File: config.mk
export PLATFORM = sky130hd
export DESIGN_NAME = fsi_irq_unit
export DESIGN_NICKNAME = d
export VERILOG_FILES = /design/src/hw/fsi_pkg.sv /design/src/hw/fsi_irq_unit.sv /design/src/hw/fsi_src_detect.sv /design/src/hw/fsi_sync.sv
export SDC_FILE = /design/constraint.sdc
export NUM_CORES = 1
export LEC_CHECK = 0
export BUFFER_PORTS_ARGS = -buffer_cell sky130_fd_sc_hd__buf_4
export CAP_MARGIN = 5
export CORE_MARGIN = 2
export CORE_UTILIZATION = 40
export DETAILED_ROUTE_END_ITERATION = 6
export PLACE_DENSITY = 0.68
export SLEW_MARGIN = 30
export SYNTH_ARGS = -nofsm -noshare
export SYNTH_HDL_FRONTEND = slang
export SYNTH_SLANG_ARGS = --single-unit
File: constraint.sdc
create_clock -name core_clk -period 3.6 [get_ports core_clk]
set_clock_uncertainty 0.05 [all_clocks]
set_input_delay 0.72 -clock core_clk [delete_from_list [all_inputs] [get_ports core_clk]]
set_output_delay 0.72 -clock core_clk [all_outputs]
set_load 0.02 [all_outputs]
File: src/hw/fsi_pkg.sv
// Shared constants for the finger sensor interrupt unit
package fsi_pkg;
  // Register port geometry
  localparam int unsigned ADDR_W = 8;
  localparam int unsigned DATA_W = 8;
  localparam int unsigned NUM_SRC = 2;

  // Register offsets
  localparam logic [7:0] OFS_IRQ_CONTROL      = 8'h0D;
  localparam logic [7:0] OFS_IRQ_STATUS       = 8'h0E;
  localparam logic [7:0] OFS_FINGER_THRESHOLD = 8'h0F;

  // Reset values
  localparam logic [7:0] RST_IRQ_CONTROL      = 8'h00;
  localparam logic [7:0] RST_FINGER_THRESHOLD = 8'h00;
  localparam logic [1:0] RST_PENDING          = 2'h0;
  localparam logic [7:0] RST_RDATA            = 8'h00;
  // Unmapped reads return this value
  localparam logic [7:0] UNMAPPED_RDATA       = 8'h00;

  // Source indices
  localparam int unsigned SRC_FINGER = 0;
  localparam int unsigned SRC_EXT    = 1;

  // Control field positions (two bits each, bit0 finger, bit1 external)
  localparam int unsigned CTL_POL_LSB  = 6;
  localparam int unsigned CTL_TRIG_LSB = 4;
  localparam int unsigned CTL_MASK_LSB = 2;
  localparam int unsigned CTL_EN_LSB   = 0;

  // Status field positions
  localparam int unsigned STS_LIVE_LSB = 2;
  localparam int unsigned STS_PEND_LSB = 0;

  // Threshold field positions and widths
  localparam int unsigned THR_VOLT_LSB = 4;
  localparam int unsigned THR_VOLT_W   = 3;
  localparam int unsigned THR_CAP_LSB  = 0;
  localparam int unsigned THR_CAP_W    = 4;

  // Synchroniser depth for pin-level inputs
  localparam int unsigned SYNC_STAGES = 2;

  // Trigger type encoding of one control bit
  typedef enum logic {
    FSI_TRIG_EDGE  = 1'b0,
    FSI_TRIG_LEVEL = 1'b1
  } fsi_trig_t;
endpackage : fsi_pkg

File: src/hw/fsi_irq_unit.sv
// Interrupt unit of the fingerprint sensor: control, status and threshold registers
//
// Operation
// - Source 0 is finger detect, source 1 is the external interrupt pin.
// - Disabled source never asserts interrupt pin nor requests an endpoint 2 packet.
// - Disabled but unmasked source still sets its pending bit.
// - Masked source cannot set its pending bit.
// - Writing mask bits leaves already set pending bits unchanged.
// - External edge mode with default polarity sets pending on falling pin edge.
// - Control bit 7: external polarity, 0 falling or low, 1 rising or high.
// - Control bit 6: finger polarity, 0 falling or low, 1 rising or high.
// - Control bit 5: external source edge when 0, level when 1.
// - Control bit 4: finger source edge when 0, level when 1.
// - Control bits 3 and 2 mask external and finger sources.
// - Control bits 1 and 0 enable external and finger sources.
// - Writing 1 to a pending bit clears it.
// - After reset status bits 7 to 4 and pending bits 1 and 0 read zero.
// - Status bits 3 and 2 show live pin and finger levels always.
// - Live finger bit stays low without finger, may toggle with finger.
// - Status bit 1 external pending, bit 0 finger pending.
// - Status bits 7 to 4 read zero; writes there are ignored.
// - Threshold bits 6:4 voltage level, bits 3:0 sharing capacitor size.
// - Finger events only while automatic finger detection is enabled if bit 6 is 1; at 0, detection off forces the active low level.
`timescale 1ns/1ps
`default_nettype none
module fsi_irq_unit
  import fsi_pkg::*;
(
  input  wire logic                  core_clk,
  input  wire logic                  nrst,
  // Register port
  input  wire logic [ADDR_W-1:0]     reg_addr,
  input  wire logic                  reg_wr,
  input  wire logic                  reg_rd,
  input  wire logic [DATA_W-1:0]     reg_wdata,
  output logic      [DATA_W-1:0]     reg_rdata,
  // Request sources
  input  wire logic                  ext_irq_pin,
  input  wire logic                  finger_detect_raw,
  input  wire logic                  auto_finger_detect_enable,
  // Notification
  output logic                       irq_out_pin,
  output logic                       usb_ep2_req,
  // Finger detect tuning
  output logic      [THR_VOLT_W-1:0] detect_voltage_level,
  output logic      [THR_CAP_W-1:0]  sharing_cap_size
);
  // Register state
  logic [DATA_W-1:0]  ctrl_q;
  logic [DATA_W-1:0]  ctrl_d;
  logic [DATA_W-1:0]  thr_q;
  logic [DATA_W-1:0]  thr_d;
  logic [NUM_SRC-1:0] pending_bits_q;
  logic [NUM_SRC-1:0] pending_bits_d;
  logic [DATA_W-1:0]  rdata_q;
  logic [DATA_W-1:0]  rdata_d;
  logic               irq_q;
  logic               irq_d;
  logic               ep2_q;
  logic               ep2_d;

  // Decoded control fields
  logic [NUM_SRC-1:0] source_polarity_bits;
  logic [NUM_SRC-1:0] trigger_type_bits;
  logic [NUM_SRC-1:0] source_mask_bits;
  logic [NUM_SRC-1:0] source_enable_bits;

  // Source levels and events
  logic [NUM_SRC-1:0] raw_levels;
  logic [NUM_SRC-1:0] live_state_bits;
  logic [NUM_SRC-1:0] src_level;
  logic [NUM_SRC-1:0] src_event;
  logic [NUM_SRC-1:0] pend_set;
  logic [NUM_SRC-1:0] pend_clr;
  logic               wr_ctrl;
  logic               wr_status;
  logic               wr_thr;

  // Field split below assumes exactly two sources; refuse others at elaboration
  if (NUM_SRC != 2) begin : g_bad_src
    $error("fsi_irq_unit: exactly two sources are supported");
  end

  // Control register field split
  assign source_polarity_bits = ctrl_q[CTL_POL_LSB +: NUM_SRC];
  assign trigger_type_bits    = ctrl_q[CTL_TRIG_LSB +: NUM_SRC];
  assign source_mask_bits     = ctrl_q[CTL_MASK_LSB +: NUM_SRC];
  assign source_enable_bits   = ctrl_q[CTL_EN_LSB +: NUM_SRC];

  // Both sources arrive from outside the clock domain
  assign raw_levels[SRC_FINGER] = finger_detect_raw;
  assign raw_levels[SRC_EXT]    = ext_irq_pin;

  fsi_sync #(
    .WIDTH (NUM_SRC)
  ) u_sync (
    .core_clk (core_clk),
    .nrst     (nrst),
    .async_in (raw_levels),
    .sync_out (live_state_bits)
  );

  // Auto detection off forces the finger level low; requests stop only for finger polarity 1
  always_comb begin
    src_level             = live_state_bits;
    src_level[SRC_FINGER] = live_state_bits[SRC_FINGER] & auto_finger_detect_enable;
  end

  // One detector per source; polarity and trigger type per control bits
  for (genvar gi = 0; gi < NUM_SRC; gi++) begin : g_src
    fsi_src_detect u_det (
      .core_clk   (core_clk),
      .nrst       (nrst),
      .level_in   (src_level[gi]),
      .polarity   (source_polarity_bits[gi]),
      .trig_level (trigger_type_bits[gi]),
      .event_out  (src_event[gi])
    );
  end

  // Register write decode
  always_comb begin
    wr_ctrl   = 1'b0;
    wr_status = 1'b0;
    wr_thr    = 1'b0;
    if (reg_wr && reg_addr == OFS_IRQ_CONTROL) begin
      wr_ctrl = 1'b1;
    end else if (reg_wr && reg_addr == OFS_IRQ_STATUS) begin
      wr_status = 1'b1;
    end else if (reg_wr && reg_addr == OFS_FINGER_THRESHOLD) begin
      wr_thr = 1'b1;
    end
  end

  // Pending bits: mask blocks the set, enable does not; set beats clear
  always_comb begin
    pend_set = src_event & ~source_mask_bits;
    pend_clr = wr_status ? reg_wdata[STS_PEND_LSB +: NUM_SRC] : '0;
    // Control writes never touch the pending bits
    pending_bits_d = (pending_bits_q & ~pend_clr) | pend_set;
  end

  // Configuration registers
  always_comb begin
    ctrl_d = ctrl_q;
    thr_d  = thr_q;
    if (wr_ctrl) begin
      ctrl_d = reg_wdata;
    end
    if (wr_thr) begin
      thr_d = reg_wdata;
    end
  end

  // Notification: pin follows enabled pending; endpoint request on new enabled pending
  always_comb begin
    irq_d = |(pending_bits_d & source_enable_bits);
    ep2_d = |(pending_bits_d & ~pending_bits_q & source_enable_bits);
  end

  // Read data, registered one cycle after the read strobe
  always_comb begin
    rdata_d = rdata_q;
    if (reg_rd) begin
      if (reg_addr == OFS_IRQ_CONTROL) begin
        rdata_d = ctrl_q;
      end else if (reg_addr == OFS_IRQ_STATUS) begin
        // Upper nibble reads zero; live bits ignore all control settings
        rdata_d = '0;
        rdata_d[STS_LIVE_LSB +: NUM_SRC] = live_state_bits;
        rdata_d[STS_PEND_LSB +: NUM_SRC] = pending_bits_q;
      end else if (reg_addr == OFS_FINGER_THRESHOLD) begin
        rdata_d = thr_q;
      end else begin
        rdata_d = UNMAPPED_RDATA;
      end
    end
  end

  // State registers
  always_ff @(posedge core_clk or negedge nrst) begin
    if (!nrst) begin
      ctrl_q         <= RST_IRQ_CONTROL;
      thr_q          <= RST_FINGER_THRESHOLD;
      pending_bits_q <= RST_PENDING;
      rdata_q        <= RST_RDATA;
      irq_q          <= 1'b0;
      ep2_q          <= 1'b0;
    end else begin
      ctrl_q         <= ctrl_d;
      thr_q          <= thr_d;
      pending_bits_q <= pending_bits_d;
      rdata_q        <= rdata_d;
      irq_q          <= irq_d;
      ep2_q          <= ep2_d;
    end
  end

  // Outputs straight from flip-flops
  assign reg_rdata            = rdata_q;
  assign irq_out_pin          = irq_q;
  assign usb_ep2_req          = ep2_q;
  assign detect_voltage_level = thr_q[THR_VOLT_LSB +: THR_VOLT_W];
  assign sharing_cap_size     = thr_q[THR_CAP_LSB +: THR_CAP_W];
endmodule : fsi_irq_unit
`default_nettype wire

File: src/hw/fsi_src_detect.sv
// Per-source edge or level event detector with selectable polarity
`timescale 1ns/1ps
`default_nettype none
module fsi_src_detect
  import fsi_pkg::*;
(
  input  wire logic core_clk,
  input  wire logic nrst,
  input  wire logic level_in,
  input  wire logic polarity,
  input  wire logic trig_level,
  output logic      event_out
);
  logic active;
  logic active_q;
  logic active_d;

  // Polarity 1 means rising or high, 0 means falling or low
  assign active = polarity ? level_in : ~level_in;

  // Previous activity, reset as active so no edge fires before a real transition
  always_comb begin
    active_d = active;
  end

  always_ff @(posedge core_clk or negedge nrst) begin
    if (!nrst) begin
      active_q <= 1'b1;
    end else begin
      active_q <= active_d;
    end
  end

  // Level mode reports every cycle at the active level; edge mode only on entry
  assign event_out = (fsi_trig_t'(trig_level) == FSI_TRIG_LEVEL) ? active
                                                                 : (active & ~active_q);
endmodule : fsi_src_detect
`default_nettype wire

File: src/hw/fsi_sync.sv
// Two-flop synchroniser for asynchronous level inputs
`timescale 1ns/1ps
`default_nettype none
module fsi_sync
  import fsi_pkg::*;
#(
  parameter int unsigned WIDTH = 2
) (
  input  wire logic             core_clk,
  input  wire logic             nrst,
  input  wire logic [WIDTH-1:0] async_in,
  output logic      [WIDTH-1:0] sync_out
);
  logic [WIDTH-1:0] meta_q;
  logic [WIDTH-1:0] stable_q;

  // Refuse a zero-width synchroniser at elaboration, not at run time
  if (WIDTH < 1) begin : g_bad_width
    $error("fsi_sync: WIDTH must be at least 1");
  end

  // First stage feeds only the second stage
  always_ff @(posedge core_clk or negedge nrst) begin
    if (!nrst) begin
      meta_q   <= '0;
      stable_q <= '0;
    end else begin
      meta_q   <= async_in;
      stable_q <= meta_q;
    end
  end

  assign sync_out = stable_q;
endmodule : fsi_sync
`default_nettype wire

==> impl_metrics.toml, run 1 <==
[routing]
vias = 1028
remaining_drc_errors = 0
finalWirelength_mm = 3.091
wl_per_cell_um = 15.61
drt_first_pass_iters = 4
avgViaCountPerCell = 5.192
drt_iter0_drc = 41
antenna_left = 0

[grt]
antenna_found_initial = 0
grt_pass1_wl_mm = 5.230
grt_max_degree = 35
gr-total-overflow = 0
track_usage = 0.1685
grt_pass1_vias = 1017

[power]
p_leak_nw = 0.9328
power_density_nw_per_um2 = 412.8
ir_drop_mv = 0.2764

[worst_setup_path]
cp_slowest_stage_delay_ns = 0.34
path_class = "in -> reg"
worstPathRequired_ns = 3.72
end_kind = "flop"
crit_arrival_ns = 1.88
crit_fanout = 8
cp-start-kind = "primary input"
critPathSlowestCell = "mux2_2"
path_cells = "buf_4 > and4bb_2 > and2_4 > nand4_4 > mux2_2"
rr_worst_depth = 4

[synthesis]
synth_area_per_cell_um2 = 13.32
netlist_area_um2 = 1505
synth_cell_types = 30
yosys_warnings = 0
syn-instance-count = 113
yosysSeqAreaShare = 0.5669
syn-num-nets = 136
synth_seq_cells = 34

[timing]
timing.hold.ws_ns = 0.3047
fin_crit_ns = 1.755
rsz0062_at_grt = "false"
finalCritPeriodShare = 0.4874
setup_tns_ns = 0
worst_pin_slew_ns = 0.4297
hold_violations = 0
maxSlewViolCount = 0
max_slew_margin = 0.7135
finalSetupViolCount = 0
fmax_ghz = 0.5699

[cts]
clockBufferDepth = 2
clk_latency_ns = 0.29
cts.repair.resized = 0
htree_num_levels = 2
postCtsSetupBuffers = 0
cts_num_sinks = 34
cts_buffers = 5
hold_buffers = 0
cts_tree = "yes"
root_buffer = "clkbuf_8"
clk_pin_slew_ns = 0.07

[floorplanning]
die_h_um = 65.35
initial_core_util = 0.4143
die_width_um = 65.35
ios = 40
placementRows = 22
die_area_um2 = 4270
core-area_um2 = 3633

[flow_run]
drv_cap = 0

[layout]
diodes = 0
fin_cells = 198
nFillCells = 338
drive_gt1_frac = 0.4800
area_growth_pct = 24.69
fin_nets = 172

[placed_design]
gp_congestion = 0.7995
place_inst = 190
post-dp-hpwl_mm = 2.163
port_buffers = 39

[min_path]
hold_class = "reg -> reg"
whs_path_depth = 0

[outcome]
status = "finished clean"
cells in the mapped netlist:
master,count,area share
mux2i_1,4,0.027
xor2_1,1,0.0058
nand4b_1,1,0.0058
nand4_4,1,0.014
nand4b_4,1,0.016
and3b_1,1,0.0058
xnor2_1,1,0.0058
mux2_2,20,0.15
dfstp_2,2,0.035
nand4_1,1,0.0042
and4bb_2,1,0.0083
a22o_1,2,0.012
clkbuf_1,1,0.0025
a22oi_1,4,0.020
nor3b_1,1,0.0050
nand3_1,2,0.0067
o22ai_1,8,0.033
buf_6,1,0.0075
a21oi_1,1,0.0033
nand3b_1,1,0.0050
and4b_1,1,0.0067
dfrtp_1,32,0.53
nand2_1,3,0.0075
inv_1,9,0.022
a21o_1,1,0.0050
nor2b_1,2,0.0083
nor2_1,1,0.0025
buf_4,7,0.035
buf_2,1,0.0033
and2_4,1,0.0058
through the flow:
step	power, mW	util	cell area (um^2)	setup slack [ns]
3_5_place_dp	0.4934	0.4914	1785	1.521
2_1_floorplan	0.4549	-	1505	1.782
6_report	0.7747	0.5165	1877	1.845
5_1_grt	0.8060	0.5165	1877	1.784
3_3_place_gp	0.4914	0.4914	1785	1.552
4_1_cts	0.7811	0.5165	1877	1.827
cells in the final DEF, fill, tap and decap left out:
master     n
buf_4     39
dfrtp_1   32
mux2_2    20
inv_1      9
o22ai_1    8
clkbuf_8   6
mux2i_1    4
a22oi_1    4
nand2_1    3
nand3_1    2
a22o_1     2
nor2b_1    2
dfstp_2    2
xor2_1     1
a21oi_1    1
and4bb_2   1
nor2_1     1
and4b_1    1
xnor2_1    1
and3b_1    1
nand4_1    1
nor3b_1    1
a21o_1     1
nand4b_1   1
nand3b_1   1
and2_4     1
nand4_4    1
nand4b_4   1
clkinv_2   1
clkbuf_1   1
worst max-delay path, delay by kind of cell:
kind	cells	cell delay [ns]
and+or+nand+nor	3	0.71
muxes	1	0.34
buffers and inverters	1	0.10
layer usage:
metal | track usage | routed length (um)
met1 | 0.2248 | 1336
met2 | 0.2500 | 1468
met3 | 0.06678 | 244
met4 | 0.05729 | 42
met5 | 0 | 0
area by class of cell:
cell class / instances / area, um^2 / area share
flip-flops and latches: 34 / 853.3 / 0.4547
well taps: 48 / 60.06 / 0.03200
inverters: 9 / 33.78 / 0.01800
multi-input cells: 60 / 545.5 / 0.2907
clock inverters: 1 / 5.005 / 0.002667
clock buffers: 7 / 86.33 / 0.04600
repair buffers: 39 / 292.8 / 0.1560
worst paths after layout:
kind,from,end,slack [ns]
max reg2reg,u_sync.sync_out[1]$_DFF_PN0_,irq_out_pin$_DFF_PN0_,2.24
max in group asynchronous,nrst,g_src[1].u_det.active_q$_DFF_PN1_,2.84
min in group asynchronous,nrst,irq_out_pin$_DFF_PN0_,0.32
min reg2reg,u_sync.meta_q[0]$_DFF_PN0_,u_sync.sync_out[0]$_DFF_PN0_,0.30
min,u_sync.meta_q[0]$_DFF_PN0_,u_sync.sync_out[0]$_DFF_PN0_,0.30
max,reg_addr[4],thr_q[0]$_DFFE_PN0P_,1.85
registers in the layout, indices dropped and copies added, names as in the netlist:
| signal | cells |
|---|---|
| ctrl_q | 8 |
| u_sync.meta_q | 2 |
| irq_out_pin | 1 |
| reg_rdata | 8 |
| usb_ep2_req | 1 |
| g_src.u_det.active_q | 2 |
| pending_bits_q | 2 |
| u_sync.sync_out | 2 |
| thr_q | 8 |
power breakdown:
| group | switching, mW | internal [mW] | total (mW) |
|---|---|---|---|
| sequential | 0.00900 | 0.398 | 0.407 |
| combinational | 0.0394 | 0.0397 | 0.0791 |
| clock | 0.135 | 0.154 | 0.289 |
| total | 0.183 | 0.592 | 0.775 |
kinds of logic after synthesis:
family	share of synthesized area
flops	0.5669
xor+xnor	0.01164
mux	0.1762
compound gates	0.07315
simple gates	0.1014
buf+inv	0.07065
Power figures use the tool's default switching activity.
==> inputs of run 2 (changes only) <==
Settings changed: PLACE_DENSITY 0.68 to 0.71.
Clock period 3.6 ns to 1.5 ns, I/O delays scaled along.
==> run 2 against run 1 <==
Net effect: core utilization increased by 1.8 points; global-route usage decreased by 1.8 points; sequential share of layout area decreased by 1.5 points; first-iteration DRC count increased by 17%; final area increased by 3.5%; largest power group unchanged; largest cell class unchanged; critical path depth decreased by 1.
==> impl_metrics.toml, run 2 (synthesized netlist as in run 1, its figures left out) <==
[layout]
final_cell_mix = "buf_4, dfrtp_1, mux2_2, inv_1, o22ai_1"
nFillCells = 332
diodes = 0
fin_nets = 178
final_util = 0.5344
drive_gt1_frac = 0.5000
fin_cells = 204
final_common_cell = "buf_4"
area_growth_pct = 29.01

[flow_run]
drv_cap = 0

[floorplanning]
die_h_um = 65.35
initial_core_util = 0.4143
ios = 40
die_width_um = 65.35
placementRows = 22
core-area_um2 = 3633
die_area_um2 = 4270

[cts]
clk_latency_ns = 0.28
cts_num_sinks = 34
clk_pin_slew_ns = 0.07
hold_buffers = 1
root_buffer = "clkbuf_8"
cts_tree = "yes"
clockBufferDepth = 2
cts.repair.resized = 0
cts_buffers = 5
htree_num_levels = 2
postCtsSetupBuffers = 0

[routing]
remaining_drc_errors = 0
wl_per_cell_um = 14.21
antenna_left = 0
finalWirelength_mm = 2.899
vias = 1013
avgViaCountPerCell = 4.966
drt_first_pass_iters = 4
drt_iter0_drc = 48

[worst_setup_path]
path_class = "reg -> reg"
worstPathRequired_ns = 1.67
end_kind = "flop"
cp-start-kind = "flop"
crit_fanout = 2
crit_arrival_ns = 1.50

[power]
p_leak_nw = 0.9723
power_density_nw_per_um2 = 1020
ir_drop_mv = 0.4018

[outcome]
status = "finished clean"

[timing]
setup_slack_ns = 0.1699
worst_pin_slew_ns = 0.4263
fmax_ghz = 0.7518
setup_tns_ns = 0
rsz0062_at_grt = "false"
hold_violations = 0
fin_crit_ns = 1.330
timing.hold.ws_ns = 0.06900
maxSlewViolCount = 0
finalCritPeriodShare = 0.8867
finalSetupViolCount = 0
max_slew_margin = 0.7158

[grt]
track_usage = 0.1507
grt_pass1_wl_mm = 4.692
grt_max_degree = 35
antenna_found_initial = 0
grt_pass1_vias = 994
gr-total-overflow = 0

[min_path]
hold_class = "in -> reg"

[placed_design]
post-place-ws_ns = -0.1154
port_buffers = 39
place_inst = 195
gp_congestion = 0.7786
post-dp-hpwl_mm = 2.205
run 2: changes by cell type in the layout (fill, tap and decap cells not counted), sizes merged:
cell,delta
dlygate4sd3,+1
buf,+5
bufinv,+1
clkbuf,-2
clkinv,+1
run 2: critical path: stages, from the launching register on:
cell	delay, ns
dfrtp_1	0.40
xnor2_1	0.20
nor3b_1	0.33
a21o_1	0.16
a22o_1	0.14
run 2: area by class of cell:
type,count,area [um^2],area share
clock buffer,5,68.82,0.03544
clock inverter,3,40.04,0.02062
inverter,9,33.78,0.01740
multi-input combinational,60,545.5,0.2809
sequential,34,853.3,0.4394
tap,48,60.06,0.03093
timing repair buffer,45,340.3,0.1753
run 2: per-layer routing:
metal / up-vias / global-route usage / part of all wire / wire, um
li1: 478 / - / - / -
met1: 498 / 0.1873 / 0.41 / 1192
met2: 30 / 0.2321 / 0.49 / 1430
met3: 7 / 0.05137 / 0.072 / 210
met4: 0 / 0.07813 / 0.022 / 65
met5: - / 0 / 0 / 0
run 2: report_power, final:
part / switching, mW / internal, mW
combinational: 0.0942 / 0.103
clock: 0.320 / 0.488
sequential: 0.0216 / 0.955
run 2: worst paths after layout:
check / start / to / slack [ns] / cells after the start
hold / removal: finger_detect_raw / u_sync.meta_q[0]$_DFF_PN0_ / 0.07 / 1
min in group asynchronous: nrst / reg_rdata[0]$_DFFE_PN0P_ / 0.45 / 2
setup reg to reg: u_sync.sync_out[1]$_DFF_PN0_ / irq_out_pin$_DFF_PN0_ / 0.17 / 4
setup / recovery: u_sync.sync_out[1]$_DFF_PN0_ / irq_out_pin$_DFF_PN0_ / 0.17 / 4
hold reg to reg: u_sync.meta_q[0]$_DFF_PN0_ / u_sync.sync_out[0]$_DFF_PN0_ / 0.30 / 0
max in group asynchronous: nrst / g_src[0].u_det.active_q$_DFF_PN1_ / 0.62 / 2
run 2: per-stage QoR:
step                      power (mW)  area [um^2]
after detailed placement       1.191         1823
after CTS                      2.008         1942
after global routing           2.067         1942
final                          1.981         1942
after floorplan                1.092         1505
after global placement         1.185         1823
==> inputs of run 3 (changes only) <==
Settings changed: BUFFER_PORTS_ARGS -buffer_cell sky130_fd_sc_hd__buf_4 to -buffer_cell sky130_fd_sc_hd__buf_2.
==> run 3 against run 2 <==
Net effect: sequential power about the same; first-iteration DRC count rose by 13%; count of clock-buffer cells in the layout is 2 higher; largest cell class unchanged; largest power group unchanged; final area fell by 3.2%; non-clock buffer count rose by 2; register-to-register slack better by 0.04 ns; sequential share of layout area up 1.5 points; die area unchanged; power is 1.4% higher; core utilization down 1.7 points.
==> impl_metrics.toml, run 3 (synthesized netlist as in run 1, its figures left out) <==
[outcome]
status = "finished clean"

[flow_run]
drv_cap = 0

[layout]
fin_nets = 180
diodes = 0
drive_gt1_frac = 0.5000
final_cell_mix = "buf_2, dfrtp_1, mux2_2, inv_1, o22ai_1"
fin_cells = 206
final_common_cell = "buf_2"
multi_input_area_um2 = 545.5
seq_area_um2 = 853.3
area_growth_pct = 24.85
nFillCells = 347

[floorplanning]
ios = 40
die_h_um = 65.35
placementRows = 22
die_area_um2 = 4270
die_width_um = 65.35
initial_core_util = 0.4143
core-area_um2 = 3633

[cts]
cts_tree = "yes"
clk_pin_slew_ns = 0.06
clk_latency_ns = 0.28
postCtsSetupBuffers = 0
root_buffer = "clkbuf_8"
htree_num_levels = 2
cts_num_sinks = 34
clockBufferDepth = 2
cts_buffers = 5

[grt]
antenna_found_initial = 0
gr-total-overflow = 0
grt_pass1_wl_mm = 4.940
track_usage = 0.1612
grt_max_degree = 21
grt_pass1_vias = 1032

[worst_setup_path]
end_kind = "flop"
path_class = "reg -> reg"
reg2reg_from = "u_sync.sync_out[1]$_DFF_PN0_"
crit_fanout = 2
crit_arrival_ns = 1.46
cp-start-kind = "flop"
worstPathRequired_ns = 1.67
startpoint = "u_sync.sync_out[1]$_DFF_PN0_"

[power]
p_leak_nw = 0.9694
ir_drop_mv = 0.4140
p_seq_frac = 0.486
p_clk_frac = 0.423
p_switching_mw = 0.4256
power_density_nw_per_um2 = 1069
combPwrFrac = 0.091
p_total_mw = 2.009
swShare = 0.2119
p_int_mw = 1.583

[placed_design]
post-place-ws_ns = -0.09558
gp_congestion = 0.8427
place_inst = 197
port_buffers = 39
post-dp-hpwl_mm = 2.280

[timing]
finalSetupViolCount = 0
fin_crit_ns = 1.292
maxSlewViolCount = 0
hold_violations = 0
worst_pin_slew_ns = 0.3651
fmax_ghz = 0.7742
finalCritPeriodShare = 0.8611
setup_tns_ns = 0
max_slew_margin = 0.7566
rsz0062_at_grt = "false"
setup_slack_ns = 0.2084
timing.hold.ws_ns = 0.07497

[min_path]
hold_class = "in -> reg"
hold_path.startpoint = "ext_irq_pin"

[routing]
vias = 1021
remaining_drc_errors = 0
wl_per_cell_um = 14.21
drt_iter0_drc = 54
avgViaCountPerCell = 4.956
antenna_left = 0
finalWirelength_mm = 2.928
drt_first_pass_iters = 4
==> run 3: cell count changes in the layout (fill, tap and decap cells not counted) <==
cell,before,now
buf_12,0,1
buf_2,0,39
buf_4,44,6
clkbuf_8,5,6
clkinv_2,2,0
clkbuf_1,0,1
==> run 3: critical path: stages, from the launching register on <==
cell,delay (ns)
dfrtp_1,0.40
xnor2_1,0.19
nor3b_1,0.33
a21o_1,0.14
a22o_1,0.12
==> run 3: power by group through the flow <==
stage / combinational, mW / clock [mW] / sequential (mW)
after floorplan: 0.102 / 0 / 0.990
after global placement: 0.179 / 0 / 0.991
after detailed placement: 0.183 / 0 / 0.993
after CTS: 0.185 / 0.872 / 0.976
after global routing: 0.201 / 0.925 / 0.980
final: 0.182 / 0.850 / 0.976
==> run 3: final timing paths <==
| check | to | slack [ns] | cells past startpoint |
|---|---|---|---|
| max in group asynchronous | g_src[1].u_det.active_q$_DFF_PN1_ | 0.49 | 3 |
| max reg2reg | irq_out_pin$_DFF_PN0_ | 0.21 | 4 |
| min | u_sync.meta_q[1]$_DFF_PN0_ | 0.07 | 1 |
| min in group asynchronous | thr_q[1]$_DFFE_PN0P_ | 0.40 | 2 |
| max | irq_out_pin$_DFF_PN0_ | 0.21 | 4 |
| min reg2reg | u_sync.sync_out[1]$_DFF_PN0_ | 0.30 | 0 |
==> run 3: layout make-up <==
type                    instances  share of cell area
clock buffers                   7             0.04594
clock inverters                 1             0.01598
inverters                       9             0.01798
multi-input cells              60              0.2903
flip-flops and latches         34              0.4541
well taps                      48             0.03196
repair buffers                 47              0.1438
==> run 3: metrics by stage <==
| step | util | instance area [um^2] |
|---|---|---|
| after detailed placement | 0.4824 | 1753 |
| after CTS | 0.5172 | 1879 |
| after global placement | 0.4824 | 1753 |
| after global routing | 0.5172 | 1879 |
| after floorplan | - | 1505 |
| final | 0.5172 | 1879 |
==> run 3: repair_timing <==
action,in CTS,in global routing
endpoints found under the hold margin,13,0
resized for setup,0,0
hold buffers,1,0
==> run 3: routing by layer <==
layer	global-route usage	wire, um	vias to the layer above
met1	0.1878	1224	490
met3	0.05308	197	5
met4	0.07813	49	0
met2	0.2666	1457	41
met5	0	0	-
li1	-	-	485
